### config.mk
export PLATFORM = sky130hd
export DESIGN_NAME = mpb_port
export DESIGN_NICKNAME = d
export VERILOG_FILES = /design/src/mpb_pkg.sv /design/src/mpb_pins_if.sv /design/src/mpb_port.sv /design/src/mpb_sync.sv /design/src/mpb_irq.sv
export SDC_FILE = /design/constraint.sdc
export NUM_CORES = 1
export LEC_CHECK = 0
export ABC_AREA = 0
export ABC_CLOCK_PERIOD_IN_PS = 2800
export BUFFER_PORTS_ARGS = -buffer_cell sky130_fd_sc_hd__buf_2
export CORE_ASPECT_RATIO = 0.7
export CORE_MARGIN = 4
export CORE_UTILIZATION = 57
export CTS_CLUSTER_DIAMETER = 30
export DETAILED_ROUTE_END_ITERATION = 8
export HOLD_SLACK_MARGIN = 0.02
export PLACE_DENSITY = 0.93
export SETUP_SLACK_MARGIN = 0.1
export SLEW_MARGIN = 20
export SYNTH_ARGS = -nofsm -noshare
export SYNTH_HDL_FRONTEND = slang
export SYNTH_SLANG_ARGS = --single-unit
### constraint.sdc
create_clock -name clk -period 2.8 [get_ports clk]
set_clock_uncertainty 0.15 [all_clocks]
set_input_delay 0.28 -clock clk [delete_from_list [all_inputs] [get_ports clk]]
set_output_delay 0.28 -clock clk [all_outputs]
set_load 0.03 [all_outputs]
### src/mpb_pkg.sv
// Shared constants and types for the parallel host bus port.
package mpb_pkg;
    localparam int ADDR_W   = 3;
    localparam int DATA_W   = 8;
    localparam int LOW_W    = 3;
    localparam int UPPER_W  = DATA_W - LOW_W;
    localparam int SYNC_W   = 15;

    // Pin bundle order: {hwReset, cs, rdDs, wrDir, latch/addr2, addr1, addr0, data[7:0]}.
    localparam logic [SYNC_W-1:0] SYNC_IDLE      = 15'h78ff;
    localparam logic [ADDR_W-1:0] ADDR_RESET     = 3'h0;
    localparam logic [DATA_W-1:0] DATA_RESET     = 8'h00;
    localparam logic              IRQ_LOW_RESET  = 1'b1;

    typedef enum logic [2:0] {
        ST_IDLE,
        ST_RD_FETCH,
        ST_RD_DRIVE,
        ST_WRITE
    } mpb_state_t;
endpackage : mpb_pkg

### src/mpb_pins_if.sv
// Synchronised host pin levels passed from the synchroniser to the port logic.
interface mpb_pins_if;
    logic                        hwResetLow;
    logic                        chipSelectLow;
    logic                        readOrDataStrobeLow;
    logic                        writeOrDirection;
    logic                        addrBit0OrMuxSelectLow;
    logic                        addressBitOne;
    logic                        addrBit2OrLatchStrobe;
    logic [mpb_pkg::DATA_W-1:0]  dataLines;

    modport producer (
        output hwResetLow, chipSelectLow, readOrDataStrobeLow, writeOrDirection,
        output addrBit0OrMuxSelectLow, addressBitOne, addrBit2OrLatchStrobe, dataLines
    );
    modport consumer (
        input hwResetLow, chipSelectLow, readOrDataStrobeLow, writeOrDirection,
        input addrBit0OrMuxSelectLow, addressBitOne, addrBit2OrLatchStrobe, dataLines
    );
endinterface : mpb_pins_if

### src/mpb_port.sv
// Parallel host bus port: pin decode, address latch, transfers and interrupt pin.
// Functional notes
// Non-multiplexed: three address pins select the location, lowest pin is the LSB.
// Multiplexed: system ties bit0 low, leaves bit1 open, bit2 becomes latch strobe.
// Multiplexed: low address latched from shared low data lines, then lines carry data.
// Upper five data lines carry data only, never address.
// 68XX style: data moves only while the low-active data strobe is asserted.
// 68XX style: direction high means read, low means write.
// 80XX style: read strobe low makes the device drive the addressed contents.
// 80XX style: selected with write strobe low, the device accepts bus data.
// Reads and writes are honoured only while chip select is asserted.
// Reset pin low puts the whole device into hardware reset; the pin synchroniser is reset only by rst.
// Interrupt pin goes low for enabled conditions, stays high for masked ones.
module mpb_port #(
    parameter int INT_W = 8
) (
    // Clock and reset
    input  wire logic                          clk,
    input  wire logic                          rst,
    // Bus mode straps
    input  wire logic                          busMuxed,
    input  wire logic                          busMotorola,
    // Host address and control pins
    input  wire logic                          addrBit0OrMuxSelectLow,
    input  wire logic                          addressBitOne,
    input  wire logic                          addrBit2OrLatchStrobe,
    input  wire logic                          readOrDataStrobeLow,
    input  wire logic                          writeOrDirection,
    input  wire logic                          chipSelectLow,
    input  wire logic                          hwResetLow,
    // Host data pins
    input  wire logic [mpb_pkg::LOW_W-1:0]     sharedLowAddrDataIn,
    output logic      [mpb_pkg::LOW_W-1:0]     sharedLowAddrDataOut,
    output logic      [mpb_pkg::LOW_W-1:0]     sharedLowAddrDataOe,
    input  wire logic [mpb_pkg::UPPER_W-1:0]   upperDataIn,
    output logic      [mpb_pkg::UPPER_W-1:0]   upperDataOut,
    output logic      [mpb_pkg::UPPER_W-1:0]   upperDataOe,
    // Host interrupt pin
    output logic                               interruptRequestLow,
    // Device register access
    output logic      [mpb_pkg::ADDR_W-1:0]    regAddr,
    output logic      [mpb_pkg::DATA_W-1:0]    regWrData,
    output logic                               regWrite,
    output logic                               regRead,
    input  wire logic [mpb_pkg::DATA_W-1:0]    regRdData,
    // Device interrupt sources and reset
    input  wire logic [INT_W-1:0]              intStatus,
    input  wire logic [INT_W-1:0]              intEnable,
    output logic                               engineReset
);
    mpb_pins_if pins ();

    mpb_pkg::mpb_state_t             state;
    logic                            devReset;
    logic                            selected;
    logic                            rdReq;
    logic                            wrReq;
    logic [mpb_pkg::ADDR_W-1:0]      latchedLow;
    logic [mpb_pkg::ADDR_W-1:0]      directAddr;
    logic [mpb_pkg::ADDR_W-1:0]      curAddr;
    logic [mpb_pkg::DATA_W-1:0]      dataOut;
    logic                            dataOe;
    logic [mpb_pkg::DATA_W-1:0]      wrCapture;
    logic                            irqLow;

    // Read request decode for either strobe style.
    function automatic logic readStrobe(input logic motorola, input logic strobeLow,
                                        input logic wrDir);
        if (motorola)
            readStrobe = !strobeLow && wrDir;
        else
            readStrobe = !strobeLow;
    endfunction

    // Write request decode for either strobe style.
    function automatic logic writeStrobe(input logic motorola, input logic strobeLow,
                                         input logic wrDir);
        if (motorola)
            writeStrobe = !strobeLow && !wrDir;
        else
            writeStrobe = !wrDir;
    endfunction

    mpb_sync u_sync (
        .clk     (clk),
        .rst     (rst),
        .rawPins ({hwResetLow, chipSelectLow, readOrDataStrobeLow, writeOrDirection,
                   addrBit2OrLatchStrobe, addressBitOne, addrBit0OrMuxSelectLow,
                   upperDataIn, sharedLowAddrDataIn}),
        .pins    (pins.producer)
    );

    // The reset pin holds everything but the pin synchroniser, the engine included, in reset.
    assign devReset = rst || !pins.hwResetLow;

    always_ff @(posedge clk)
    begin
        if (rst)
            engineReset <= 1'b1;
        else
            engineReset <= !pins.hwResetLow;
    end

    assign selected = !pins.chipSelectLow;
    assign rdReq = readStrobe(busMotorola, pins.readOrDataStrobeLow, pins.writeOrDirection);
    assign wrReq = writeStrobe(busMotorola, pins.readOrDataStrobeLow, pins.writeOrDirection);

    // Direct address, lowest pin as the least significant bit.
    assign directAddr = {pins.addrBit2OrLatchStrobe, pins.addressBitOne,
                         pins.addrBit0OrMuxSelectLow};

    // Only the low data lines feed the latch; the upper lines never do.
    always_ff @(posedge clk)
    begin
        if (devReset)
            latchedLow <= mpb_pkg::ADDR_RESET;
        else if (busMuxed && pins.addrBit2OrLatchStrobe)
            latchedLow <= pins.dataLines[mpb_pkg::LOW_W-1:0];
    end

    assign curAddr = busMuxed ? latchedLow : directAddr;

    // Access sequencer.
    always_ff @(posedge clk)
    begin
        if (devReset)
            state <= mpb_pkg::ST_IDLE;
        else
        begin
            unique case (state)
                mpb_pkg::ST_IDLE:
                begin
                    if (selected && rdReq)
                        state <= mpb_pkg::ST_RD_FETCH;
                    else if (selected && wrReq)
                        state <= mpb_pkg::ST_WRITE;
                end
                mpb_pkg::ST_RD_FETCH:
                    state <= mpb_pkg::ST_RD_DRIVE;
                mpb_pkg::ST_RD_DRIVE:
                begin
                    if (!(selected && rdReq))
                        state <= mpb_pkg::ST_IDLE;
                end
                mpb_pkg::ST_WRITE:
                begin
                    if (!(selected && wrReq))
                        state <= mpb_pkg::ST_IDLE;
                end
                default:
                    state <= mpb_pkg::ST_IDLE;
            endcase
        end
    end

    // Address to the device, taken when an access starts.
    always_ff @(posedge clk)
    begin
        if (devReset)
            regAddr <= mpb_pkg::ADDR_RESET;
        else if (state == mpb_pkg::ST_IDLE && selected && (rdReq || wrReq))
            regAddr <= curAddr;
    end

    // Read request pulse, one cycle at the start of a read.
    always_ff @(posedge clk)
    begin
        if (devReset)
            regRead <= 1'b0;
        else
            regRead <= state == mpb_pkg::ST_IDLE && selected && rdReq;
    end

    // Write data follows the bus while the strobe is held.
    always_ff @(posedge clk)
    begin
        if (devReset)
            wrCapture <= mpb_pkg::DATA_RESET;
        else if (selected && wrReq)
            wrCapture <= pins.dataLines;
    end

    // The write is committed when the strobe or the select is released.
    always_ff @(posedge clk)
    begin
        if (devReset)
        begin
            regWrite  <= 1'b0;
            regWrData <= mpb_pkg::DATA_RESET;
        end
        else
        begin
            regWrite <= state == mpb_pkg::ST_WRITE && !(selected && wrReq);
            if (state == mpb_pkg::ST_WRITE && !(selected && wrReq))
                regWrData <= wrCapture;
        end
    end

    // Read data is driven only while the read is selected and strobed.
    always_ff @(posedge clk)
    begin
        if (devReset)
        begin
            dataOut <= mpb_pkg::DATA_RESET;
            dataOe  <= 1'b0;
        end
        else
        begin
            if (state == mpb_pkg::ST_RD_FETCH)
                dataOut <= regRdData;
            dataOe <= selected && rdReq &&
                      (state == mpb_pkg::ST_RD_FETCH || state == mpb_pkg::ST_RD_DRIVE);
        end
    end

    assign sharedLowAddrDataOut = dataOut[mpb_pkg::LOW_W-1:0];
    assign upperDataOut         = dataOut[mpb_pkg::DATA_W-1:mpb_pkg::LOW_W];
    assign sharedLowAddrDataOe  = {mpb_pkg::LOW_W{dataOe}};
    assign upperDataOe          = {mpb_pkg::UPPER_W{dataOe}};

    mpb_irq #(
        .WIDTH (INT_W)
    ) u_irq (
        .clk                 (clk),
        .rst                 (devReset),
        .intStatus           (intStatus),
        .intEnable           (intEnable),
        .interruptRequestLow (irqLow)
    );

    assign interruptRequestLow = irqLow;
endmodule // mpb_port

### src/mpb_sync.sv
// Three-stage pin synchroniser that accepts a level once the last two stages agree.
module mpb_sync (
    // Clock and reset
    input  wire logic                        clk,
    input  wire logic                        rst,
    // Raw pins
    input  wire logic [mpb_pkg::SYNC_W-1:0]  rawPins,
    // Synchronised levels
    mpb_pins_if.producer                     pins
);
    logic [mpb_pkg::SYNC_W-1:0] stage1;
    logic [mpb_pkg::SYNC_W-1:0] stage2;
    logic [mpb_pkg::SYNC_W-1:0] stage3;
    logic [mpb_pkg::SYNC_W-1:0] stable;

    always_ff @(posedge clk)
    begin
        if (rst)
        begin
            stage1 <= mpb_pkg::SYNC_IDLE;
            stage2 <= mpb_pkg::SYNC_IDLE;
            stage3 <= mpb_pkg::SYNC_IDLE;
        end
        else
        begin
            stage1 <= rawPins;
            stage2 <= stage1;
            stage3 <= stage2;
        end
    end

    // Each bit moves only when the second and third stages agree.
    always_ff @(posedge clk)
    begin
        if (rst)
            stable <= mpb_pkg::SYNC_IDLE;
        else
            stable <= (stage2 & stage3) | (stable & (stage2 ^ stage3));
    end

    assign pins.hwResetLow             = stable[14];
    assign pins.chipSelectLow          = stable[13];
    assign pins.readOrDataStrobeLow    = stable[12];
    assign pins.writeOrDirection       = stable[11];
    assign pins.addrBit2OrLatchStrobe  = stable[10];
    assign pins.addressBitOne          = stable[9];
    assign pins.addrBit0OrMuxSelectLow = stable[8];
    assign pins.dataLines              = stable[7:0];
endmodule // mpb_sync

### src/mpb_irq.sv
// Active-low interrupt output gated by the enable mask.
module mpb_irq #(
    parameter int WIDTH = 8
) (
    // Clock and reset
    input  wire logic             clk,
    input  wire logic             rst,
    // Conditions and mask
    input  wire logic [WIDTH-1:0] intStatus,
    input  wire logic [WIDTH-1:0] intEnable,
    // Pin level
    output logic                  interruptRequestLow
);
    always_ff @(posedge clk)
    begin
        if (rst)
            interruptRequestLow <= mpb_pkg::IRQ_LOW_RESET;
        else
            interruptRequestLow <= ~|(intStatus & intEnable);
    end
endmodule // mpb_irq

Word-level counts from Yosys, hierarchy flattened
Index checks and enable logic that the tools add are counted.

storage, ports and cells
  flip-flop bits (word level) = 98
  word-level logic and storage cells = 56
  ROM bits = 0
  input bits = 43
  memories kept = 0
  output and inout bits = 31
  RAM bits = 0
  bits in latches = 0

operators by class
  reduce and logical (&&, ||, !) cells = 22
  add/subtract/negate cells = 0
  order comparisons = 0
  bitwise logic cells = 5
  shift operators = 0
  div/mod/pow operators = 0
  multipliers = 0
  eq/ne operators = 6
  multiplexer cells = 8

operators with widths
  cell                  number
  $and A15 B15 Y15      2
  $mux W3               5
  $or A15 B15 Y15       1
  $xor A15 B15 Y15      1
  $pmux W3 S4           1
  $logic_and A1 B1 Y1   10
  $and A8 B8 Y8         1
  $reduce_or A8 Y1      1
  $eq A3 B2 Y1 const B  2
  $logic_not A1 Y1      6
  $ne A2 B2 Y1 const B  2
  $eq A3 B1 Y1 const B  1
  $logic_not A3 Y1      1
  $logic_or A1 B1 Y1    3
  $ne A3 B3 Y1 const B  1
  $reduce_and A3 Y1     1
  $mux W1               2

Longest topological paths before layout
Gate-level depths: netlist of the first run.

  word-level depth = 7
  mapped depth = 6
  mapped depth without buffers = 6

Modules after synthesis
From an unflattened synthesis of the first run, not the netlist that was laid out.

second synthesis, totals
  cell total of the unflattened synthesis = 320
  area, all modules = 3473.3 µm²

by module, submodules not included
  module    times used  cells each  sequential area each (µm²)  area each (µm²)
  mpb_sync  1           144         1201.2                      1826.8
  mpb_port  1           170         720.7                       1586.5
  mpb_irq   1           6           20.0                        60.1

Worst setup path before layout of the first run
OpenSTA, ideal clock, no wires.

  path kind = register to register
  from = register state[0]
  to = register state[0]
  cell stages (with the launch flop) = 7
  setup time = 132 ps
  buffers on the path = 1
  period minus slack after synthesis = 1405 ps
  data required time = 2518 ps
  arrival = 1123 ps
  path slack = 1395 ps
  cells stage by stage = dfxtp_1 -> inv_1 -> ha_1 -> and3_1 -> buf_4 -> mux2i_1 -> a21oi_1

between the ends
  word-level cells in the longest chain between the ends = 3
  elaborated cells on any way between the ends = 9
  those cells by class = 6 x eq/ne; 1 x mux; 2 x reduce/logical

ends and longest elaborated chain
  element                                                        RTL line         source
  from (decl)                                                    mpb_port.sv:53   mpb_pkg::mpb_state_t state;
  from (signal assigned)                                         mpb_port.sv:127  state <= mpb_pkg::ST_IDLE;
  from (signal assigned)                                         mpb_port.sv:134  state <= mpb_pkg::ST_RD_FETCH;
  from (signal assigned)                                         mpb_port.sv:136  state <= mpb_pkg::ST_WRITE;
  $eq A3 B2 Y1 or $logic_not A3 Y1 (tied branches)               mpb_port.sv:130  unique case (state)
  $ne A2 B2 Y1 (no source line) or $ne A3 B3 Y1 (tied branches)  n/a
  $reduce_and A3 Y1 (no source line)                             n/a

Parallel ways exist; a longest one is shown, timed or not.
A chain may end at the register's enable or synchronous reset.

Worst setup path after layout of the first run
  from = register state[1]
  to = register state[1]

Same word-level chain as after synthesis.

==> results of run 1 <==
[cell usage in the layout, fill, tap and decap left out, drive strengths merged, types with 12 or more instances in the layout]
cell         instances
a211o               13
buf                 74
dfxtp               97
ha                  19
or2                 36
a21oi               24
mux2i               12
nand2               31
nor2                16
dlygate4sd3         21
[power by group]
part / switching, uW / internal, uW / leakage, uW
Clock: 495 / 431 / 0.000104
Combinational: 68.1 / 84.2 / 0.000864
Sequential: 19.0 / 1420 / 0.000793
Total: 582 / 1930 / 0.00176
[layer usage]
layer  up-vias  GRT usage [%]  part of all wire [%]
met3        14           6.40                   8.8
met5         -              0                     0
met1      1072           20.1                    43
li1       1226              -                     -
met2        82           30.4                    46
met4         0           7.92                   1.9
[repair_timing]
action                    in CTS  in global routing
hold endpoints to repair      21                  0
gates resized for setup        0                  0
hold buffers                  21                  0
[kinds of logic after synthesis]
group | after synthesis | share of synthesized area (%)
fa+ha+maj | 19 | 7.00
buf+inv | 30 | 5.12
compound gates | 50 | 10.3
mux | 12 | 3.54
simple gates | 111 | 16.9
flops | 97 | 57.2
[per-stage QoR]
step | hold slack (ps) | setup slack [ps]
after floorplan | 234 | 1390
final | 30.0 | 1190
after global routing | 51.8 | 1070
after detailed placement | 245 | 1210
after CTS | 21.7 | 1190
after global placement | 242 | 1260
[layout make-up]
cell class | instances | share of cell area (%)
clock inverters | 7 | 2.09
inverters | 6 | 0.545
repair buffers | 95 | 14.1
flip-flops and latches | 97 | 47.0
clock buffers | 9 | 3.00
well taps | 75 | 2.27
multi-input cells | 192 | 31.0
[state kept, by name, summed over array words and instances (netlist names)]
register and cells:
u_irq.interruptRequestLow 1, u_sync.stage3 15, dataOe 1, latchedLow 3, regWrData 8, u_sync.stable 15, wrCapture 8, regWrite 1
regRead 1, engineReset 1, regAddr 3, dataOut 8, state 2, u_sync.stage1 15, u_sync.stage2 15
[Yosys cell counts]
cell type and count:
buf_6 1, and3_1 3, a22oi_1 4, and2_1 1
buf_2 2, nor2_1 16, nand2b_1 1, o21ai_1 1
a2bb2oi_2 1, clkbuf_1 8, nand2_4 1, o2bb2ai_1 1
nor2b_1 9, clkbuf_8 1, a21oi_1 24, buf_1 1
nor3_1 1, a211oi_2 1, o221a_1 1, dfxtp_1 97
a211o_1 13, a41o_1 1, ha_1 19, nand2_1 30
inv_2 1, nand3_1 11, nor2b_2 2, or2_2 36
buf_4 11, mux2i_1 12, a211oi_1 3, inv_1 5
[path summary, 6_finish.rpt]
check / start / to / slack [ps] / depth (start not counted)
worst max-delay path: state[1] / state[1] / 1190 / 4
worst min-delay path: regRdData[6] / dataOut[6] / 30 / 3
worst max register to register: state[1] / state[1] / 1190 / 4
worst min register to register: u_sync.stage1[3] / u_sync.stage2[3] / 270 / 1
[critical path: stages, from the launching register on]
cell	delay [ps]
dfxtp_1	390
ha_1	410
a2bb2oi_2	140
o221a_1	270
a211oi_2	180
==> results.txt, run 1 <==
Outcome -> finished clean
TritonCTS clock tree -> yes
Clock Tree Buf Depth -> 2
Cells after synthesis -> 319
Mapped Area -> 3400 sq um
P per Cell Area -> 608 nW/um^2
Worst vdd ir -> 0.452 mV
Post-route cell area -> 4130 sq um
Post-Layout Cell Count -> 481
Yosys reg bits -> 97
Core area -> 5760 sq um
Min-Delay Path Class -> input pin to flop
Placed Instances -> 444
Largest net degree at the start of global routing -> 61
TritonRoute pass-1 iters -> 6
Clk slew on worst S/H paths -> 90 ps
Post-synth top area share -> 57.2%
Area of the multi-input gates -> 1280 sq um
CTS root buffer -> clkbuf_8
Seq/Total Area, Yosys -> 57.2%
Largest cells by area after synthesis -> dfxtp_1 57%, ha_1 7.0%, or2_2 6.6%
Synth area leader -> dfxtp_1
Avg Synthesized Cell Area -> 10.6 sq um
Syn-to-layout area delta -> 21.7%
Drt via density -> 4.98
Setup violations, final -> 0
Final Hold Fails -> 0
Arrival @ worst endpoint -> 1740 ps
Number of port buffers -> 73
# fillers -> 407
CP endpoint kind -> flop
Worst-Skew Late Latency -> 370 ps
Yosys warnings -> 0
Final ANT Viol Nets -> 0
Vias -> 2394
Fin crit period -> 1610 ps
Worst-Margin Slew -> 564 ps
Post CTS Setup Buffer Count -> 0
TritonCTS buffer count -> 9
RePlAce Congestion -> 0.823
FP Rows -> 23
Flip-flop and latch area -> 1940 sq um
Dpl cell area -> 3710 sq um
Max FO, Critical Path -> 10
DRT iter0 DRCs -> 62
Initial antenna violation count -> 0
Overall Power -> 2510 uW
TNS Setup -> 0 ps
Worst Setup Path Type -> flop to flop
Slew Limit Fails -> 0
CTS sink count -> 97
Routed length per instance -> 12.4 microns
Post-Syn Nets -> 381
Total grt overflow -> 0
Share of post-route cells with drive strength above 1 -> 32.5%
DIE HEIGHT -> 72.6 microns
Max Clk Rate -> 0.623 GHz
Max_cap viols -> 0
Gr usage total -> 17.8%
N_diodes -> 0
Final Util -> 71.8%
Final wirelength -> 5990 microns
First-pass GRT wire length -> 10100 microns
Synth unique cells -> 32
Final period util -> 57.4%
Hpwl dp -> 4210 microns
DR DRC count -> 0
Nets -> 463
Die area -> 7280 sq um
Startpoint types -> flop
Ports -> 74
Initial core utilization -> 59.0%
Die width -> 100 microns
RSZ-0062 raised after global routing -> false
Number of H-tree levels -> 3
WP data required -> 2940 ps
Lkg Pwr -> 0.00176 uW
Vias in the first global route -> 2302
Worst rel slew slack -> 62.4%
No activity file was read; power rests on OpenSTA's default activity.
==> run 2, diff against run 1 <==
- ABC_AREA: 0 -> 1
- ABC_CLOCK_PERIOD_IN_PS: 2800 -> 1400
- CORE_UTILIZATION: 57 -> 48
- PLACE_DENSITY: 0.93 -> 0.85
- clock period: 2.8 -> 1.4 ns (I/O delays scaled with it)
==> run 2 against run 1 <==
Net effect: clock power is 71% higher; power up 120%; non-clock buffer count increased by 36; sequential share of layout area fell by 5.1 points; setup slack worse by 1200 ps; first-iteration DRC count is 92% higher; critical endpoint is now state[0]; highest routed layer unchanged.
==> results.txt, run 2 <==
DRT iter0 DRCs -> 119
Number of port buffers -> 73
Post-synth ARST share -> 0%
Post-Syn Nets -> 421
Commonest non-fill, non-tap cell in the layout -> dfxtp_1
Core area -> 6820 sq um
Final Util -> 68.6%
Final wirelength -> 7970 microns
Worst Setup Path Type -> flop to flop
CP endpoint kind -> flop
Post-synthesis mux area share -> 0.587%
Synth Area in Simple Gates -> 19.2%
Post-synthesis adder-cell area fraction -> 6.96%
Most frequently used flop master after synthesis -> dfxtp_1
Startpoint types -> flop
Worst-Skew Late Latency -> 360 ps
Final Hold Fails -> 0
N_diodes -> 0
Commonest cells in the netlist -> 97 x dfxtp_1, 51 x nand2_1, 35 x a21oi_1, 29 x nor2_1, 26 x or2_2
Vias -> 2748
Setup slack, reg-to-reg -> 20 ps
FP Rows -> 25
EDFF count, synth -> 0
Number of H-tree levels -> 3
Syn-to-layout area delta -> 37.0%
Min-Delay Path Class -> input pin to flop
Synth unique cells -> 27
DR DRC count -> 0
RePlAce Congestion -> 0.855
Final ANT Viol Nets -> 0
Fin crit period -> 1380 ps
Slew Limit Fails -> 0
Total grt overflow -> 0
Hold Startpoint -> rst
Die width -> 109 microns
Setup violations, final -> 0
Post-synth top area share -> 56.9%
Share of post-route cells with drive strength above 1 -> 37.6%
WHS Endpoint -> u_sync.stable[2]
Seq/Total Area, Yosys -> 56.9%
Avg Synthesized Cell Area -> 9.51 sq um
CTS root buffer -> clkbuf_8
TritonCTS clock tree -> yes
Most frequent cells in the layout -> 91 x dfxtp_1, 72 x buf_2, 48 x nand2_1
Arrival @ worst endpoint -> 1490 ps
First-pass GRT wire length -> 12300 microns
Worst-Margin Slew -> 252 ps
Yosys reg bits -> 97
TritonCTS buffer count -> 9
TritonRoute pass-1 iters -> 4
Mapped Area -> 3410 sq um
Max Clk Rate -> 0.725 GHz
FF-to-FF Start -> state[0]
Largest net degree at the start of global routing -> 26
Final period util -> 98.5%
Initial antenna violation count -> 0
WP data required -> 1510 ps
Worst rel slew slack -> 83.2%
Clock Tree Buf Depth -> 2
Reg-to-reg endpoint -> state[0]
Largest cells by area after synthesis -> dfxtp_1 57%, ha_1 7.0%, nand2_1 5.6%
DIE HEIGHT -> 78.6 microns
Synth area leader -> dfxtp_1
Ports -> 74
Cells after synthesis -> 359
Drt via density -> 4.73
RSZ-0062 raised after global routing -> true
P per Cell Area -> 1170 nW/um^2
Hold depth -> 4
Gr usage total -> 18.5%
Worst vdd ir -> 0.800 mV
CTS sink count -> 97
Initial core utilization -> 50.1%
Max_cap viols -> 0
Routed length per instance -> 13.7 microns
Max FO, Critical Path -> 3
Worst R2R Path Depth -> 7
Vias in the first global route -> 2664
Lkg Pwr -> 0.00206 uW
Outcome -> finished clean
Nets -> 545
Yosys warnings -> 0
Die area -> 8550 sq um
Most common cell in the netlist -> dfxtp_1
Complex-gate fraction of the synthesized area -> 9.27%
Overall Power -> 5500 uW
XOR/XNOR Fraction of Synth Area -> 0%
Hpwl dp -> 4480 microns
Clk slew on worst S/H paths -> 90 ps
Largest family of logic cells by synthesized area -> simple AND/OR/NAND/NOR gates
-- run 2: layout make-up --
cell class                      instances  area, sq um
Multi-Input combinational cell        213         1350
Tap cell                               94          118
Fill cell                             489         2140
Timing Repair inverter                  1         7.51
Timing Repair Buffer                  131          936
Inverter                               30          140
Clock inverter                          6         42.5
Clock buffer                            9          124
Sequential cell                        97         1960
-- run 2: power breakdown --
group | leakage (uW) | internal, uW | total [uW] | switching [uW]
Sequential | 0.000795 | 2890 | 2980 | 85.6
Combinational | 0.00118 | 426 | 932 | 507
Clock | 0.0000819 | 641 | 1580 | 943
Total | 0.00206 | 3960 | 5500 | 1540
-- run 2: routing by layer --
layer | wire length (microns) | vias to the layer above | GRT usage, %
li1 | - | 1380 | -
met1 | 3250 | 1236 | 20.6
met2 | 3820 | 105 | 31.5
met3 | 658 | 27 | 7.81
met4 | 249 | 0 | 7.06
met5 | 0 | - | 0
-- run 2: what timing repair did --
action | 4_1_cts | 5_1_grt
gates resized for setup | 14 | 44
hold buffers | 41 | 0
cloned | 1 | 0
buffers inserted | 4 | 9
setup endpoints to repair | 13 | 38
hold endpoints to repair | 29 | 0
pin swaps | 4 | 19
-- run 2: metrics by stage --
stage / setup TNS (ps) / instance area, sq um / hold WS, ps / std cells / worst slack, ps
2_1_floorplan: 0 / 3410 / 93.8 / 359 / 123
4_1_cts: 0 / 4450 / 24.7 / 573 / 69.5
5_1_grt: -38.3 / 4680 / 62.1 / 581 / -22.7
3_3_place_gp: 0 / 3810 / 172 / 512 / 63.2
6_report: 0 / 4680 / 58.8 / 581 / 20.5
3_5_place_dp: -83.7 / 3810 / 176 / 512 / -53.2
-- run 2: logic make-up after synthesis --
group	after synthesis
simple gates	134
flops	97
compound gates	58
fa+ha+maj	19
buf+inv	49
mux	2
-- run 2: worst max-delay path by stage --
stage,startpoint,end,cells after the start
6_report,state[0],state[0],7
5_1_grt,u_sync.stable[11],state[0],8
4_1_cts,dataOe,upperDataOe[4],1
3_5_place_dp,state[0],regAddr[2],8
3_3_place_gp,state[0],regAddr[2],8
2_1_floorplan,state[0],regAddr[0],8
-- run 2: worst max-delay path: stages (launching register included) --
cell	delay, ps
dfxtp_4	380
inv_4	80
ha_4	160
nand2_1	110
nor2_2	170
nor2_4	60
nor2_2	110
nor2_1	50
